<file path="config.mk">
export PLATFORM = sky130hd
export DESIGN_NAME = option_byte_config_decoder
export DESIGN_NICKNAME = d
export VERILOG_FILES = /design/src/include/optbyte_pkg.sv /design/src/core/osc_settle.sv /design/src/core/boot_area_decode.sv /design/src/core/option_byte_config_decoder.sv
export SDC_FILE = /design/constraint.sdc
export NUM_CORES = 1
export LEC_CHECK = 0
export ABC_AREA = 1
export BUFFER_PORTS_ARGS = -buffer_cell sky130_fd_sc_hd__buf_2
export CAP_MARGIN = 0
export CORE_MARGIN = 2
export CORE_UTILIZATION = 35
export DETAILED_ROUTE_END_ITERATION = 10
export GPL_ROUTABILITY_DRIVEN = 0
export PLACE_DENSITY = 0.67
export SLEW_MARGIN = 15
export SYNTH_ARGS = -nofsm -noshare
export SYNTH_HDL_FRONTEND = slang
export SYNTH_SLANG_ARGS = --single-unit
</file>
<file path="constraint.sdc">
create_clock -name clk -period 1.7 [get_ports clk]
set_input_delay 0.085 -clock clk [delete_from_list [all_inputs] [get_ports clk]]
set_output_delay 0.085 -clock clk [all_outputs]
set_load 0.02 [all_outputs]
</file>
<file path="src/include/optbyte_pkg.sv">
// Purpose: constants for the option byte configuration decoder
// Assumes: AXI4-Lite, 32-bit data, byte addresses
// Notes: option byte offsets and bit positions are local choices
package optbyte_pkg;
    // register byte addresses
    localparam logic [7:0] ADDR_READOUT = 8'h00;
    localparam logic [7:0] ADDR_BOOT = 8'h04;
    localparam logic [7:0] ADDR_RSVD = 8'h08;
    localparam logic [7:0] ADDR_WDOG = 8'h0c;
    localparam logic [7:0] ADDR_OSC = 8'h10;
    localparam logic [7:0] ADDR_CTRL = 8'h14;
    localparam logic [7:0] ADDR_STATUS = 8'h18;
    // readout protection disable pattern
    localparam logic [7:0] READOUT_OPEN = 8'haa;
    // boot code area codes
    localparam logic [7:0] BOOT_NONE = 8'h00;
    localparam logic [7:0] BOOT_VECT = 8'h01;
    localparam logic [7:0] BOOT_TWO = 8'h02;
    localparam logic [7:0] BOOT_THREE = 8'h03;
    localparam logic [7:0] BOOT_MAX = 8'hff;
    localparam logic [7:0] LAST_PAGE_MAX = 8'hfe;
    // watchdog option byte field positions
    localparam int WD_IND_HW = 0;
    localparam int WD_IND_HALT = 1;
    localparam int WD_WIN_HW = 2;
    localparam int WD_WIN_HALT = 3;
    // oscillator settle byte field positions
    localparam int OSC_FAST_LSB = 0;
    localparam int OSC_SLOW_LSB = 2;
    // settle counts per code
    localparam logic [12:0] SETTLE_C0 = 13'h0001;
    localparam logic [12:0] SETTLE_C1 = 13'h0010;
    localparam logic [12:0] SETTLE_C2 = 13'h0200;
    localparam logic [12:0] SETTLE_C3 = 13'h1000;
    // reset values of the option bytes
    localparam logic [7:0] RST_READOUT = 8'h00;
    localparam logic [7:0] RST_BOOT = 8'h00;
    localparam logic [7:0] RST_WDOG = 8'h00;
    localparam logic [7:0] RST_OSC = 8'h00;
    // axi responses
    localparam logic [1:0] RESP_OKAY = 2'b00;
    localparam logic [1:0] RESP_SLVERR = 2'b10;

    // settle cycle count for a two-bit code
    function automatic logic [12:0] settle_cycles(input logic [1:0] code);
        case (code)
            2'b00: settle_cycles = SETTLE_C0;
            2'b01: settle_cycles = SETTLE_C1;
            2'b10: settle_cycles = SETTLE_C2;
            default: settle_cycles = SETTLE_C3;
        endcase
    endfunction
endpackage

</file>
<file path="src/core/osc_settle.sv">
// Purpose: counts oscillator ticks until the oscillator counts as stable
// Assumes: osc_tick is a one-cycle pulse per oscillator cycle, synchronous to clk
// Notes: restarts whenever enable drops
`timescale 1ns/1ps
module osc_settle (
    // clock and reset
    input wire logic clk,
    input wire logic rst,
    // control
    input wire logic enable,
    input wire logic [1:0] code,
    input wire logic osc_tick,
    // result
    output logic stable
);
    logic [12:0] count_r;

    // count oscillator ticks until the selected number is reached
    always_ff @(posedge clk) begin
        if (rst || !enable) begin
            count_r <= 13'h0000;
        end else if (osc_tick && !stable) begin
            count_r <= count_r + 13'h0001;
        end
    end

    // stable once the count reaches the selected number
    assign stable = enable && (count_r >= optbyte_pkg::settle_cycles(code));
endmodule

</file>
<file path="src/core/boot_area_decode.sv">
// Purpose: turns the boot code size byte into a protected page range
// Assumes: page numbers are eight bits
// Notes: combinational
`timescale 1ns/1ps
module boot_area_decode (
    // input code
    input wire logic [7:0] size_code,
    // decoded area
    output logic area_valid,
    output logic vectors_only,
    output logic [7:0] last_page,
    output logic read_protect,
    output logic write_protect
);
    // map the size code to the reserved page range and its protection
    always_comb begin
        area_valid = 1'b1;
        vectors_only = 1'b0;
        last_page = 8'h00;
        read_protect = 1'b0;
        write_protect = 1'b1;
        if (size_code == optbyte_pkg::BOOT_NONE) begin
            area_valid = 1'b0;
            write_protect = 1'b0;
        end else if (size_code == optbyte_pkg::BOOT_VECT) begin
            vectors_only = 1'b1;
            write_protect = 1'b0;
        end else if (size_code == optbyte_pkg::BOOT_TWO) begin
            last_page = 8'h01;
            read_protect = 1'b1;
        end else if (size_code == optbyte_pkg::BOOT_MAX) begin
            last_page = optbyte_pkg::LAST_PAGE_MAX;
        end else begin
            last_page = size_code - 8'h01;
        end
    end
endmodule

</file>
<file path="src/core/option_byte_config_decoder.sv">
// Purpose: holds option bytes and decodes them for protection, watchdog and clock units
// Assumes: AXI4-Lite slave, synchronous active-high reset, 40 MHz clock
// Notes: single clock domain, one read and one write at a time
//
// Local design decisions: the AXI4-Lite slave port and the register offsets.
`timescale 1ns/1ps
module option_byte_config_decoder (
    // clock and reset
    input wire logic clk,
    input wire logic rst,
    // axi4-lite write address
    input wire logic [7:0] s_axi_awaddr,
    input wire logic s_axi_awvalid,
    output logic s_axi_awready,
    // axi4-lite write data
    input wire logic [31:0] s_axi_wdata,
    input wire logic [3:0] s_axi_wstrb,
    input wire logic s_axi_wvalid,
    output logic s_axi_wready,
    // axi4-lite write response
    output logic [1:0] s_axi_bresp,
    output logic s_axi_bvalid,
    input wire logic s_axi_bready,
    // axi4-lite read address
    input wire logic [7:0] s_axi_araddr,
    input wire logic s_axi_arvalid,
    output logic s_axi_arready,
    // axi4-lite read data
    output logic [31:0] s_axi_rdata,
    output logic [1:0] s_axi_rresp,
    output logic s_axi_rvalid,
    input wire logic s_axi_rready,
    // system events
    input wire logic halt_mode,
    input wire logic fast_osc_tick,
    input wire logic slow_osc_tick,
    input wire logic fast_osc_on,
    input wire logic slow_osc_on,
    // memory protection
    output logic readout_protected,
    output logic boot_area_valid,
    output logic boot_vectors_only,
    output logic [7:0] boot_last_page,
    output logic boot_read_protect,
    output logic boot_write_protect,
    // watchdogs
    output logic indep_watchdog_run,
    output logic indep_watchdog_halt_stop,
    output logic window_watchdog_run,
    output logic window_watchdog_halted,
    output logic window_watchdog_halt_rst,
    // clocks
    output logic fast_osc_ready,
    output logic slow_osc_ready
);
    // write and read channel state
    logic aw_held_r;
    logic w_held_r;
    logic [7:0] aw_addr_r;
    logic [31:0] w_data_r;
    logic [3:0] w_strb_r;
    logic bvalid_r;
    logic [1:0] bresp_r;
    logic rvalid_r;
    logic [31:0] rdata_r;
    logic [1:0] rresp_r;
    // option bytes
    logic [7:0] readout_protect_byte_r;
    logic [7:0] boot_code_size_byte_r;
    logic [7:0] watchdog_option_byte_r;
    logic [7:0] oscillator_settle_byte_r;
    // software control, halt pulse, write handshake, settle status and decoded fields
    logic indep_sw_start_r;
    logic window_sw_start_r;
    logic halt_q_r;
    logic win_halt_rst_r;
    logic write_go;
    logic write_ok;
    logic fast_stable;
    logic slow_stable;
    logic [7:0] readout_protect_code;
    logic [7:0] boot_code_area_size;
    logic indep_watchdog_hw_start;
    logic window_watchdog_hw_start;
    logic window_watchdog_halt_reset;
    logic [1:0] fast_osc_settle_count;
    logic [1:0] slow_osc_settle_count;

    // address is mapped and writable
    function automatic logic is_writable(input logic [7:0] a);
        is_writable = (a == optbyte_pkg::ADDR_READOUT) || (a == optbyte_pkg::ADDR_BOOT)
            || (a == optbyte_pkg::ADDR_WDOG) || (a == optbyte_pkg::ADDR_OSC)
            || (a == optbyte_pkg::ADDR_CTRL) || (a == optbyte_pkg::ADDR_RSVD);
    endfunction

    // field extraction
    assign readout_protect_code = readout_protect_byte_r;
    assign boot_code_area_size = boot_code_size_byte_r;
    assign indep_watchdog_hw_start = watchdog_option_byte_r[optbyte_pkg::WD_IND_HW];
    assign indep_watchdog_halt_stop = watchdog_option_byte_r[optbyte_pkg::WD_IND_HALT];
    assign window_watchdog_hw_start = watchdog_option_byte_r[optbyte_pkg::WD_WIN_HW];
    assign window_watchdog_halt_reset = watchdog_option_byte_r[optbyte_pkg::WD_WIN_HALT];
    assign fast_osc_settle_count = oscillator_settle_byte_r[optbyte_pkg::OSC_FAST_LSB +: 2];
    assign slow_osc_settle_count = oscillator_settle_byte_r[optbyte_pkg::OSC_SLOW_LSB +: 2];

    // write address and data are taken independently, in either order
    assign s_axi_awready = !aw_held_r && !bvalid_r;
    assign s_axi_wready = !w_held_r && !bvalid_r;
    assign write_go = aw_held_r && w_held_r && !bvalid_r;
    assign write_ok = write_go && is_writable(aw_addr_r);

    // capture write address
    always_ff @(posedge clk) begin
        if (rst) begin
            aw_held_r <= 1'b0;
            aw_addr_r <= 8'h00;
        end else if (s_axi_awvalid && s_axi_awready) begin
            aw_held_r <= 1'b1;
            aw_addr_r <= s_axi_awaddr;
        end else if (write_go) begin
            aw_held_r <= 1'b0;
        end
    end

    // capture write data
    always_ff @(posedge clk) begin
        if (rst) begin
            w_held_r <= 1'b0;
            w_data_r <= 32'h0000_0000;
            w_strb_r <= 4'h0;
        end else if (s_axi_wvalid && s_axi_wready) begin
            w_held_r <= 1'b1;
            w_data_r <= s_axi_wdata;
            w_strb_r <= s_axi_wstrb;
        end else if (write_go) begin
            w_held_r <= 1'b0;
        end
    end

    // write response after both halves arrive
    always_ff @(posedge clk) begin
        if (rst) begin
            bvalid_r <= 1'b0;
            bresp_r <= optbyte_pkg::RESP_OKAY;
        end else if (write_go) begin
            bvalid_r <= 1'b1;
            bresp_r <= write_ok ? optbyte_pkg::RESP_OKAY : optbyte_pkg::RESP_SLVERR;
        end else if (s_axi_bready) begin
            bvalid_r <= 1'b0;
        end
    end
    assign s_axi_bvalid = bvalid_r;
    assign s_axi_bresp = bresp_r;

    // option byte storage, lane 0 only; the reserved byte is not stored
    always_ff @(posedge clk) begin
        if (rst) begin
            readout_protect_byte_r <= optbyte_pkg::RST_READOUT;
            boot_code_size_byte_r <= optbyte_pkg::RST_BOOT;
            watchdog_option_byte_r <= optbyte_pkg::RST_WDOG;
            oscillator_settle_byte_r <= optbyte_pkg::RST_OSC;
        end else if (write_ok && w_strb_r[0]) begin
            if (aw_addr_r == optbyte_pkg::ADDR_READOUT) begin
                readout_protect_byte_r <= w_data_r[7:0];
            end else if (aw_addr_r == optbyte_pkg::ADDR_BOOT) begin
                boot_code_size_byte_r <= w_data_r[7:0];
            end else if (aw_addr_r == optbyte_pkg::ADDR_WDOG) begin
                watchdog_option_byte_r <= w_data_r[7:0];
            end else if (aw_addr_r == optbyte_pkg::ADDR_OSC) begin
                oscillator_settle_byte_r <= w_data_r[7:0];
            end
        end
    end

    // software start bits: once set they stay until reset
    always_ff @(posedge clk) begin
        if (rst) begin
            indep_sw_start_r <= 1'b0;
            window_sw_start_r <= 1'b0;
        end else if (write_ok && w_strb_r[0] && aw_addr_r == optbyte_pkg::ADDR_CTRL) begin
            indep_sw_start_r <= indep_sw_start_r | w_data_r[0];
            window_sw_start_r <= window_sw_start_r | w_data_r[1];
        end
    end

    // readout protection decode
    assign readout_protected = (readout_protect_code != optbyte_pkg::READOUT_OPEN);

    // boot code area decode
    boot_area_decode u_boot (
        .size_code(boot_code_area_size),
        .area_valid(boot_area_valid),
        .vectors_only(boot_vectors_only),
        .last_page(boot_last_page),
        .read_protect(boot_read_protect),
        .write_protect(boot_write_protect)
    );

    // watchdog activation
    assign indep_watchdog_run = indep_watchdog_hw_start || indep_sw_start_r;
    assign window_watchdog_run = window_watchdog_hw_start || window_sw_start_r;
    assign window_watchdog_halted = window_watchdog_run && halt_mode && !window_watchdog_halt_reset;

    // one-cycle reset request on entry into halt
    always_ff @(posedge clk) begin
        if (rst) begin
            halt_q_r <= 1'b0;
            win_halt_rst_r <= 1'b0;
        end else begin
            halt_q_r <= halt_mode;
            win_halt_rst_r <= window_watchdog_run && window_watchdog_halt_reset
                && halt_mode && !halt_q_r;
        end
    end
    assign window_watchdog_halt_rst = win_halt_rst_r;

    // oscillator settle counters
    osc_settle u_fast (
        .clk(clk),
        .rst(rst),
        .enable(fast_osc_on),
        .code(fast_osc_settle_count),
        .osc_tick(fast_osc_tick),
        .stable(fast_stable)
    );
    osc_settle u_slow (
        .clk(clk),
        .rst(rst),
        .enable(slow_osc_on),
        .code(slow_osc_settle_count),
        .osc_tick(slow_osc_tick),
        .stable(slow_stable)
    );
    assign fast_osc_ready = fast_stable;
    assign slow_osc_ready = slow_stable;

    // read channel, one cycle latency
    assign s_axi_arready = !rvalid_r;
    always_ff @(posedge clk) begin
        if (rst) begin
            rvalid_r <= 1'b0;
            rdata_r <= 32'h0000_0000;
            rresp_r <= optbyte_pkg::RESP_OKAY;
        end else if (s_axi_arvalid && s_axi_arready) begin
            rvalid_r <= 1'b1;
            rresp_r <= optbyte_pkg::RESP_OKAY;
            if (s_axi_araddr == optbyte_pkg::ADDR_READOUT) begin
                rdata_r <= {24'h000000, readout_protect_byte_r};
            end else if (s_axi_araddr == optbyte_pkg::ADDR_BOOT) begin
                rdata_r <= {24'h000000, boot_code_size_byte_r};
            end else if (s_axi_araddr == optbyte_pkg::ADDR_RSVD) begin
                rdata_r <= 32'h0000_0000;
            end else if (s_axi_araddr == optbyte_pkg::ADDR_WDOG) begin
                rdata_r <= {24'h000000, watchdog_option_byte_r};
            end else if (s_axi_araddr == optbyte_pkg::ADDR_OSC) begin
                rdata_r <= {24'h000000, oscillator_settle_byte_r};
            end else if (s_axi_araddr == optbyte_pkg::ADDR_CTRL) begin
                rdata_r <= {30'h0, window_sw_start_r, indep_sw_start_r};
            end else if (s_axi_araddr == optbyte_pkg::ADDR_STATUS) begin
                rdata_r <= {24'h000000, boot_last_page} << 8 | {26'h0, slow_stable, fast_stable,
                    window_watchdog_run, indep_watchdog_run, boot_area_valid, readout_protected};
            end else begin
                rdata_r <= 32'h0000_0000;
                rresp_r <= optbyte_pkg::RESP_SLVERR;
            end
        end else if (s_axi_rready) begin
            rvalid_r <= 1'b0;
        end
    end
    assign s_axi_rvalid = rvalid_r;
    assign s_axi_rdata = rdata_r;
    assign s_axi_rresp = rresp_r;
endmodule

</file>
# Yosys cells after proc, flatten, opt, wreduce, memory -nomap -nowiden
# Cells that the tools add are included.
# word_totals
reg_bits	119
in_bits	64
output_inout_bits	61
elab_cells	137
# op_classes
n_addsub	3
order_cmp	2
n_eq_ne	19
n_mux	36
bitwise_logic	6
n_reduce_logical	51
# op_table
op	n
$mux 16	7
$pmux 13 s3	2
$eq 8x5->1 const B	5
$eq 8x4->1 const B	4
$mux 8	4
$add 13x1->13 const B	2
$ge 13x13->1	2
$logic_not 8->1	3
$logic_and 1x1->1	19
$eq 8x3->1 const B	2
$mux 2	8
$or 16x6->16	1
$mux 1	15
$logic_not 1->1	10
$logic_or 1x1->1	9
$eq 8x1->1 const B	1
$eq 8x2->1 const B	1
$eq 8x8->1 const B	1
$ne 8x8->1 const B	1
$reduce_bool 2->1	4
$sub 8x1->8 const B	1
$reduce_and 5->1	1
$eq 2x1->1 const B	2
$eq 2x2->1 const B	2
other kinds (6)	10

# Logic depth before layout (Yosys ltp)
# Gate-level depths: netlist (run 1).
# logic_depth
depth_word	13
ltp_mapped	15
mapped_depth_nobuf	14

# Hierarchy
# Synthesis (run 1) repeated with hierarchy kept, for this count alone.
# unflattened
hier_cells	866
area_unflattened_um2	5778.0
# by_module_without_submodules
module	n_inst	cells_per_inst	area_per_inst_um2	seq_area_each_um2
option_byte_config_decoder	1	485	3513.4	1501.4
osc_settle	2	158	945.9	260.2
boot_area_decode	1	65	372.9	0.0

# Least setup slack after synthesis (run 1)
# Ideal clock, no wire load.
# synth_path
kind	register to register
startpoint	reg boot_code_size_byte_r[0] (netlist: boot_code_area_size[0])
endpoint	reg rdata_r[11] (netlist: s_axi_rdata[11])
setup_time_ps	70
arrival_ps	1952
required_time_ps	1630
slack_ps	-322
path_stages_with_launch	10
path_buffers	0
synth_period_minus_slack_ps	2022
path_cell_list	dfxtp_1 -> inv_1 -> ha_1 -> nand3_1 -> nand2_1 -> inv_2 -> nand2_1 -> a21oi_1 -> nand2_1 -> a21oi_1
# synth_between
elab_chain_len	13
word_cells_on_any_way	17
cone_classes	add/sub: 1; eq/ne: 3; mux: 11; bitwise: 1; reduce/logical: 1
# synth_rtl
element	line_no	source
from (decl)	option_byte_config_decoder.sv:69	logic [7:0] boot_code_size_byte_r;
from (signal assigned)	option_byte_config_decoder.sv:159	boot_code_size_byte_r <= optbyte_pkg::RST_BOOT;
from (signal assigned)	option_byte_config_decoder.sv:166	boot_code_size_byte_r <= w_data_r[7:0];
$sub 8x1->8 or $eq 8x8->1 (tied branches)	boot_area_decode.sv:34, boot_area_decode.sv:31	
$mux 8	boot_area_decode.sv:31	end else if (size_code == optbyte_pkg::BOOT_MAX) begin
$mux 8	boot_area_decode.sv:28	end else if (size_code == optbyte_pkg::BOOT_TWO) begin
$mux 8	boot_area_decode.sv:25	end else if (size_code == optbyte_pkg::BOOT_VECT) begin
$mux 8 *	boot_area_decode.sv:22	if (size_code == optbyte_pkg::BOOT_NONE) begin
net boot_last_page[3]	option_byte_config_decoder.sv:43	output logic [7:0] boot_last_page,
$or 16x6->16 *	option_byte_config_decoder.sv:260	rdata_r <= {24'h000000, boot_last_page} << 8 | {26'h0, slow_stable, fast_stable,
$mux 16 *	option_byte_config_decoder.sv:259	end else if (s_axi_araddr == optbyte_pkg::ADDR_STATUS) begin
$mux 16 *	option_byte_config_decoder.sv:257	end else if (s_axi_araddr == optbyte_pkg::ADDR_CTRL) begin
$mux 16 *	option_byte_config_decoder.sv:255	end else if (s_axi_araddr == optbyte_pkg::ADDR_OSC) begin
$mux 16 *	option_byte_config_decoder.sv:253	end else if (s_axi_araddr == optbyte_pkg::ADDR_WDOG) begin
$mux 16 *	option_byte_config_decoder.sv:251	end else if (s_axi_araddr == optbyte_pkg::ADDR_RSVD) begin
$mux 16 *	option_byte_config_decoder.sv:249	end else if (s_axi_araddr == optbyte_pkg::ADDR_BOOT) begin
$mux 16 *	option_byte_config_decoder.sv:247	if (s_axi_araddr == optbyte_pkg::ADDR_READOUT) begin
to (signal assigned)	option_byte_config_decoder.sv:248	rdata_r <= {24'h000000, readout_protect_byte_r};
to (signal assigned)	option_byte_config_decoder.sv:250	rdata_r <= {24'h000000, boot_code_size_byte_r};
to (signal assigned)	option_byte_config_decoder.sv:254	rdata_r <= {24'h000000, watchdog_option_byte_r};
to (decl)	option_byte_config_decoder.sv:65	logic [31:0] rdata_r;
# The timed path passes the listed nets; every way through them passes the cells marked *.
# A chain may end at the register's enable or synchronous reset.

# Final worst setup path (run 1)
# layout_path
startpoint	reg oscillator_settle_byte_r[2]
endpoint	out slow_osc_ready
# layout_between
elab_chain_len	4
word_cells_on_any_way	6
cone_classes	order compare: 1; eq/ne: 2; mux: 1; reduce/logical: 2
# layout_rtl
element	line_no	source
from (decl)	option_byte_config_decoder.sv:71	logic [7:0] oscillator_settle_byte_r;
from (signal assigned)	option_byte_config_decoder.sv:161	oscillator_settle_byte_r <= optbyte_pkg::RST_OSC;
from (signal assigned)	option_byte_config_decoder.sv:170	oscillator_settle_byte_r <= w_data_r[7:0];
$eq 2x2->1, or another cell as far along	optbyte_pkg.sv:46	case (code)
$pmux 13 s3 *	optbyte_pkg.sv:46	
$ge 13x13->1 *	osc_settle.sv:28	assign stable = enable && (count_r >= optbyte_pkg::settle_cycles(code));
$logic_and 1x1->1 *	osc_settle.sv:28	
to (decl)	option_byte_config_decoder.sv:54	output logic slow_osc_ready
# Every way passes the cells marked *; elsewhere a longest branch is shown, timed or not.

==> results.sh, run 1 <==
export IMPL_antenna_cells=0
export IMPL_synth_avg_cell_area_um2=6.62
export IMPL_totalWireLength_um=16400
export IMPL_worst_pin_slew_ns=0.714
export IMPL_dieArea_um2=16300
export IMPL_synth_edf_count=0
export IMPL_synthTopCellsByArea="dfxtp_1 38%, nand2_1 15%, a21oi_1 9.3%"
export IMPL_top_usage_layer="met2"
export IMPL_r2r_start="oscillator_settle_byte_r[2]$_SDFFE_PP0P_"
export IMPL_hold_path_end="w_data_r[3]$_SDFFE_PP0P_"
export IMPL_hpwlAfterDp_um=10800
export IMPL_syn_inst=807
export IMPL_die_x_um=128
export IMPL_synth_ff_type="dfxtp_1"
export IMPL_grt_pass1_wl_um=24800
export IMPL_firstDrtPassIters=4
export IMPL_synth_xor_area_share_pct=2.95
export IMPL_num_fill_cells=1309
export IMPL_place_area_um2=6320
export IMPL_yosysSeqAreaShare_pct=37.9
export IMPL_overflow=0
export IMPL_final_util_pct=54.2
export IMPL_drc_errors=0
export IMPL_synth_top_area_share_pct=37.9
export IMPL_placed_cells=1100
export IMPL_r2r_cells=14
export IMPL_rsz0062_at_grt="true"
export IMPL_endpoint_kind="output pin"
export IMPL_clk_pin_slew_ns=0.08
export IMPL_period_needed_ns=2.01
export IMPL_clock_latency_ns=0.36
export IMPL_cts_tree="built"
export IMPL_die_height_um=128
export IMPL_fin_crit_sh_pct=118
export IMPL_muxShareOfSynthArea_pct=0
export IMPL_grt_max_degree=57
export IMPL_io_buffer_count=79
export IMPL_stdcell_count=1164
export IMPL_irDropWorstVdd_v=0.000704
export IMPL_slew_viol_final=0
export IMPL_netlist_area_um2=5340
export IMPL_worstPathCellList="inv_2 > or2_4 > ha_4 > nand3_2 > nor2_1 > nand2_1 > nand3_2 > nand2_2 > buf_6 > inv_4 > buf_6"
export IMPL_coreArea_um2=15000
export IMPL_synth_simple_gate_area_share_pct=32.6
export IMPL_rr_endpoint="s_axi_rdata[5]$_SDFFE_PP0P_"
export IMPL_nets=1050
export IMPL_hold_violations=0
export IMPL_clock_skew_ns=0.00871
export IMPL_outcome="finished, violations left"
export IMPL_setup_viol=70
export IMPL_violations="setup timing"
export IMPL_avgViaCountPerCell=4.96
export IMPL_grt_pass1_vias=5171
export IMPL_use_met2_pct=33.3
export IMPL_rrSetupSlack_ns=-0.28
export IMPL_area_delta_synth_final_pct=52.5
export IMPL_gr_usage_met3_pct=4.23
export IMPL_routedWlPerCell_um=14.1
export IMPL_synth_compound_area_share_pct=13.3
export IMPL_slowest_delay_ns=0.35
export IMPL_yosysWarnings=0
export IMPL_initial_core_util_pct=35.5
export IMPL_ant_nets=0
export IMPL_ioPinCount=125
export IMPL_cts_root_buf="clkbuf_16"
export IMPL_pre_cts_ws_ns=-0.191
export IMPL_critPathTopFamily="simple AND/OR/NAND/NOR gates"
export IMPL_start_kind="flip-flop"
export IMPL_grt_antenna_before_repair=0
export IMPL_vias=5773
export IMPL_clock_sinks=101
export IMPL_p_per_area_nw_per_um2=667
export IMPL_path_buf_inv=4
export IMPL_crit_fanout=3
export IMPL_power_leakage_nw=3.29
export IMPL_yosys_area_share_adder_pct=3.51
export IMPL_synth_seq_cells=101
export IMPL_fin_area_um2=8150
export IMPL_critPathSlowestCell="dfxtp_2"
export IMPL_min_delay_start="s_axi_wdata[3]"
export IMPL_drive_gt1_share_pct=39.0
export IMPL_grt_util_all_layers_pct=19.0
export IMPL_synth_top_area_cell="dfxtp_1"
export IMPL_min_path_cells=3
export IMPL_synthArstFlopShare_pct=0
export IMPL_path_class="flip-flop to output pin"
export IMPL_cp_required_ns=1.62
export IMPL_drt_iter0_markers=313
export IMPL_hp_class="input pin to flip-flop"
export IMPL_drv_cap=0
export IMPL_timing_fmax_mhz=497
export IMPL_ys_types=32
export IMPL_clk_path_buf_depth=2
export IMPL_numCtsBuffers=9
export IMPL_met1_usage_pct=23.7
export IMPL_synth_top_family_by_area="simple AND/OR/NAND/NOR gates"
export IMPL_num_rows=45
export IMPL_htreeDepth=3
export IMPL_setup_slack_ns=-0.311
export IMPL_crit_path_start="oscillator_settle_byte_r[2]$_SDFFE_PP0P_"
export IMPL_relSlewSlack_pct=52.3
export IMPL_crit_arrival_ns=1.93
cell usage after synthesis (2+ instances only):
cell and instances:
nand2_1 216, nor2_1 111, dfxtp_1 101, a21oi_1 99
nand3_1 61, inv_1 57, o21ai_0 21, buf_4 18
clkbuf_1 16, inv_2 16, ha_1 15, xor2_1 13
o21ai_1 11, nand4_1 10, nor3_1 9, xnor2_1 5
buf_2 4, nor3b_1 4, buf_6 3, a31oi_1 2
nor4_1 2, o2111ai_1 2, or2_2 2
cell families (layout without fill, tap and decap cells):
kind of cell             count (synthesis)  after routing
buffers and inverters                  114            266
adder cells (fa/ha/maj)                 15             15
XOR/XNOR                                18             18
flip-flops                             101            101
AO/OA/AOI/OAI                          138            138
AND/OR/NAND/NOR                        420            420
other                                    1             18
how the worst max path moves through the flow:
stage                                                end  cells after the start
after floorplan           u_slow.count_r[4]$_SDFFE_PP0P_                     13
final                                     slow_osc_ready                     11
after global routing         s_axi_rdata[5]$_SDFFE_PP0P_                     16
after CTS                                 slow_osc_ready                     11
after global placement    u_fast.count_r[9]$_SDFFE_PP0P_                     11
after detailed placement  u_fast.count_r[6]$_SDFFE_PP0P_                     14
routing by layer:
metal / up-vias / part of all wire (%)
met1: 2662 / 42
met4: 0 / 1.7
li1: 2917 / -
met2: 169 / 51
met3: 25 / 4.3
met5: - / 0
layout make-up:
class	instances	area (µm²)	share of cell area, %
repair buffers	175	1450	17.8
multi-input cells	609	3770	46.3
well taps	188	235	2.89
flip-flops and latches	101	2040	25.1
inverters	73	302	3.70
repair inverters	2	25.0	0.307
clock inverters	7	91.3	1.12
clock buffers	9	225	2.76
where the power goes:
part	switching [W]	internal (W)
Combinational	0.000440	0.000304
Clock	0.00102	0.00118
Sequential	0.0000758	0.00241
Total	0.00154	0.00390
worst register-to-register path, cell delays in order, from the launching register on:
cell	delay, ns
dfxtp_2	0.35
inv_2	0.05
or2_4	0.23
ha_4	0.22
nand2_1	0.07
nand2_1	0.07
nand2_1	0.08
nand3_2	0.09
buf_4	0.15
buf_4	0.12
buf_4	0.13
nand3_2	0.07
nand4_1	0.09
nand2_1	0.08
a21oi_1	0.05
stage by stage:
stage          setup TNS (ns)  power (W)  hold WS, ns
2_1_floorplan         -0.0832    0.00286        0.192
3_3_place_gp            -4.36    0.00301        0.306
3_5_place_dp            -6.35    0.00302        0.319
4_1_cts                 -4.38    0.00536     0.000355
5_1_grt                -15.66    0.00564       0.0214
6_report                -7.59    0.00543       0.0147
state kept, by name, indices dropped and copies added, names as in the netlist, 8 cells and up:
| signal | cells |
|---|---|
| readout_protect_byte_r | 8 |
| u_fast.count_r | 13 |
| aw_addr_r | 8 |
| boot_code_area_size | 8 |
| watchdog_option_byte_r | 8 |
| oscillator_settle_byte_r | 8 |
| s_axi_rdata | 16 |
| u_slow.count_r | 13 |
| w_data_r | 8 |
what timing repair did:
item,4_1_cts,5_1_grt
pin swaps,74,49
hold buffers,13,0
cloned,4,1
setup buffers,28,8
endpoints found under the setup margin,70,73
gates resized for setup,155,116
hold endpoints to repair,14,0
cell usage in the layout, fill, tap and decap left out, types with 9 or more instances in the layout:
cell type / count
nand2_2: 49
o21ai_0: 20
a21oi_1: 67
nand4_1: 10
a21oi_2: 25
inv_2: 20
buf_4: 54
buf_6: 23
dfxtp_1: 91
nand3_2: 25
dlygate4sd3_1: 13
inv_1: 48
nor2_1: 97
buf_2: 69
xor2_1: 12
clkbuf_16: 9
conb_1: 18
nand2_1: 153
nand3_1: 29
o21ai_1: 10
Power figures use the tool's default switching activity.
==> run 2, diff against run 1 <==
--- a/config.mk
+++ b/config.mk
@@ -7,12 +7,12 @@
 export LEC_CHECK = 0
 export ABC_AREA = 1
 export BUFFER_PORTS_ARGS = -buffer_cell sky130_fd_sc_hd__buf_2
-export CAP_MARGIN = 0
+export CAP_MARGIN = 20
 export CORE_MARGIN = 2
 export CORE_UTILIZATION = 35
 export DETAILED_ROUTE_END_ITERATION = 10
 export GPL_ROUTABILITY_DRIVEN = 0
-export PLACE_DENSITY = 0.67
+export PLACE_DENSITY = 0.65
 export SLEW_MARGIN = 15
 export SYNTH_ARGS = -nofsm -noshare
 export SYNTH_HDL_FRONTEND = slang
==> constraint.sdc (replaced) <==
create_clock -name clk -period 2 [get_ports clk]
set_input_delay 0.1 -clock clk [delete_from_list [all_inputs] [get_ports clk]]
set_output_delay 0.1 -clock clk [all_outputs]
set_load 0.02 [all_outputs]
==> results.sh, run 2 (synthesis results as in run 1) <==
export IMPL_grt_antenna_before_repair=0
export IMPL_start_kind="flip-flop"
export IMPL_htreeDepth=3
export IMPL_totalWireLength_um=14600
export IMPL_outcome="complete, no violations"
export IMPL_die_x_um=128
export IMPL_antenna_cells=0
export IMPL_cp_required_ns=1.90
export IMPL_io_buffer_count=79
export IMPL_grt_pass1_vias=4877
export IMPL_final_cell_mix="202 x nand2_1, 107 x nor2_1, 97 x dfxtp_1"
export IMPL_worstPathCellList="inv_2 > or2_4 > ha_4 > nand3_1 > nor2_1 > nand2_1 > nand3_2 > nand2_2 > buf_6 > inv_4 > buf_6"
export IMPL_clock_skew_ns=0.0109
export IMPL_path_class="flip-flop to output pin"
export IMPL_grt_max_degree=57
export IMPL_irDropWorstVdd_v=0.000440
export IMPL_dieArea_um2=16300
export IMPL_critPathSlowestCell="dfxtp_2"
export IMPL_hpwlAfterDp_um=10600
export IMPL_cts_root_buf="clkbuf_16"
export IMPL_fin_crit_sh_pct=98.6
export IMPL_min_path_cells=3
export IMPL_clock_sinks=101
export IMPL_grt_util_all_layers_pct=17.7
export IMPL_setup_viol=0
export IMPL_rsz0062_at_grt="true"
export IMPL_overflow=0
export IMPL_area_delta_synth_final_pct=28.4
export IMPL_worst_pin_slew_ns=0.605
export IMPL_cts_tree="built"
export IMPL_pre_cts_ws_ns=-0.0670
export IMPL_crit_fanout=3
export IMPL_hold_path_end="aw_addr_r[6]$_SDFFE_PP0P_"
export IMPL_num_rows=45
export IMPL_drc_errors=0
export IMPL_avgViaCountPerCell=4.83
export IMPL_rrSetupSlack_ns=0.15
export IMPL_drv_cap=0
export IMPL_grt_pass1_wl_um=23100
export IMPL_p_per_area_nw_per_um2=659
export IMPL_ant_nets=0
export IMPL_power_leakage_nw=2.88
export IMPL_vias=5405
export IMPL_min_delay_start="s_axi_awaddr[6]"
export IMPL_layout_commonest_cell="nand2_1"
export IMPL_die_height_um=128
export IMPL_crit_arrival_ns=1.87
export IMPL_largest_reg_flops=16
export IMPL_relSlewSlack_pct=59.7
export IMPL_routedWlPerCell_um=13.0
export IMPL_drive_gt1_share_pct=22.1
export IMPL_clk_pin_slew_ns=0.08
export IMPL_num_fill_cells=1528
export IMPL_crit_top_cell="buf_6"
export IMPL_hold_violations=0
export IMPL_hp_class="input pin to flip-flop"
export IMPL_coreArea_um2=15000
export IMPL_slew_viol_final=0
export IMPL_clk_path_buf_depth=2
export IMPL_period_needed_ns=1.97
export IMPL_timing_fmax_mhz=507
export IMPL_setup_slack_ns=0.0290
export IMPL_multi_input_area_um2=3090
export IMPL_firstDrtPassIters=4
export IMPL_r2r_cells=11
export IMPL_slowest_delay_ns=0.36
export IMPL_initial_core_util_pct=35.5
export IMPL_final_util_pct=45.6
export IMPL_regArea_um2=2030
export IMPL_ioPinCount=125
export IMPL_numCtsBuffers=9
export IMPL_nets=1006
export IMPL_rr_endpoint="u_slow.count_r[2]$_SDFFE_PP0P_"
export IMPL_clock_latency_ns=0.36
export IMPL_endpoint_kind="output pin"
export IMPL_drt_iter0_markers=294
export IMPL_r2r_start="oscillator_settle_byte_r[3]$_SDFFE_PP0P_"
-- run 2: cell types whose count changed in the layout (fill, tap and decap cells not counted), moves of 8 or more --
cell / before / now
a21oi_1: 67 / 92
a21oi_2: 25 / 6
buf_4: 54 / 46
buf_6: 23 / 5
nand2_1: 153 / 202
nand2_2: 49 / 10
nand3_1: 29 / 57
nand3_2: 25 / 4
nor2_1: 97 / 107
-- run 2: per-layer routing --
layer | global-route usage [%] | share of wire [%] | wire, µm | vias to the layer above
li1 | - | - | - | 2818
met1 | 23.0 | 47 | 6820 | 2472
met2 | 29.6 | 48 | 6940 | 97
met3 | 3.89 | 4.3 | 627 | 18
met4 | 5.04 | 1.4 | 203 | 0
met5 | 0 | 0 | 0 | -
-- run 2: area by class of cell --
type | instances | area share, %
flip-flops and latches | 101 | 29.6
inverters | 73 | 4.10
clock buffers | 9 | 3.28
clock inverters | 7 | 1.53
well taps | 188 | 3.43
multi-input cells | 609 | 45.0
repair buffers | 133 | 13.0
-- run 2: worst max-delay path by stage --
stage	from	endpoint	slack (ns)	cells past startpoint
finish	oscillator_settle_byte_r[2]$_SDFFE_PP0P_	slow_osc_ready	0.03	11
global route	oscillator_settle_byte_r[2]$_SDFFE_PP0P_	slow_osc_ready	-0.06	11
CTS	oscillator_settle_byte_r[3]$_SDFFE_PP0P_	slow_osc_ready	-0.006	12
detailed placement	aw_addr_r[6]$_SDFFE_PP0P_	oscillator_settle_byte_r[0]$_SDFFE_PP0P_	-0.07	10
global placement	aw_addr_r[6]$_SDFFE_PP0P_	oscillator_settle_byte_r[0]$_SDFFE_PP0P_	-0.02	10
floorplan	boot_code_area_size[0]$_SDFFE_PP0P_	s_axi_rdata[11]$_SDFFE_PP0P_	-0.02	9
-- run 2: stage by stage --
step | TNS (ns) | total power [W] | cells | area (µm²) | hold slack [ns]
after global placement | -0.139 | 0.00255 | 1091 | 6110 | 0.350
final | 0 | 0.00452 | 1120 | 6860 | 0.0102
after detailed placement | -1.44 | 0.00256 | 1091 | 6110 | 0.354
after global routing | -0.157 | 0.00469 | 1120 | 6860 | 0.0262
after floorplan | -0.133 | 0.00243 | 824 | 5410 | 0.207
after CTS | -0.00587 | 0.00456 | 1117 | 6610 | 0.0000622
-- run 2: timing repair --
action,in CTS,in global routing
endpoints found under the hold margin,10,0
pin swaps,9,14
buffers inserted,0,3
hold buffers,10,0
endpoints found under the setup margin,51,66
resized for setup,21,53
-- run 2: power breakdown --
group	switching [W]	internal, W
Sequential	0.0000512	0.00205
Clock	0.000856	0.00112
Combinational	0.000282	0.000157
-- run 2: worst max-delay path: cells and delay by family, from the launching register on --
kind                       cells  cell delay, ns
buffers and inverters          4            0.31
adders and majority gates      1            0.27
DFF                            1            0.36
and+or+nand+nor                6            0.59
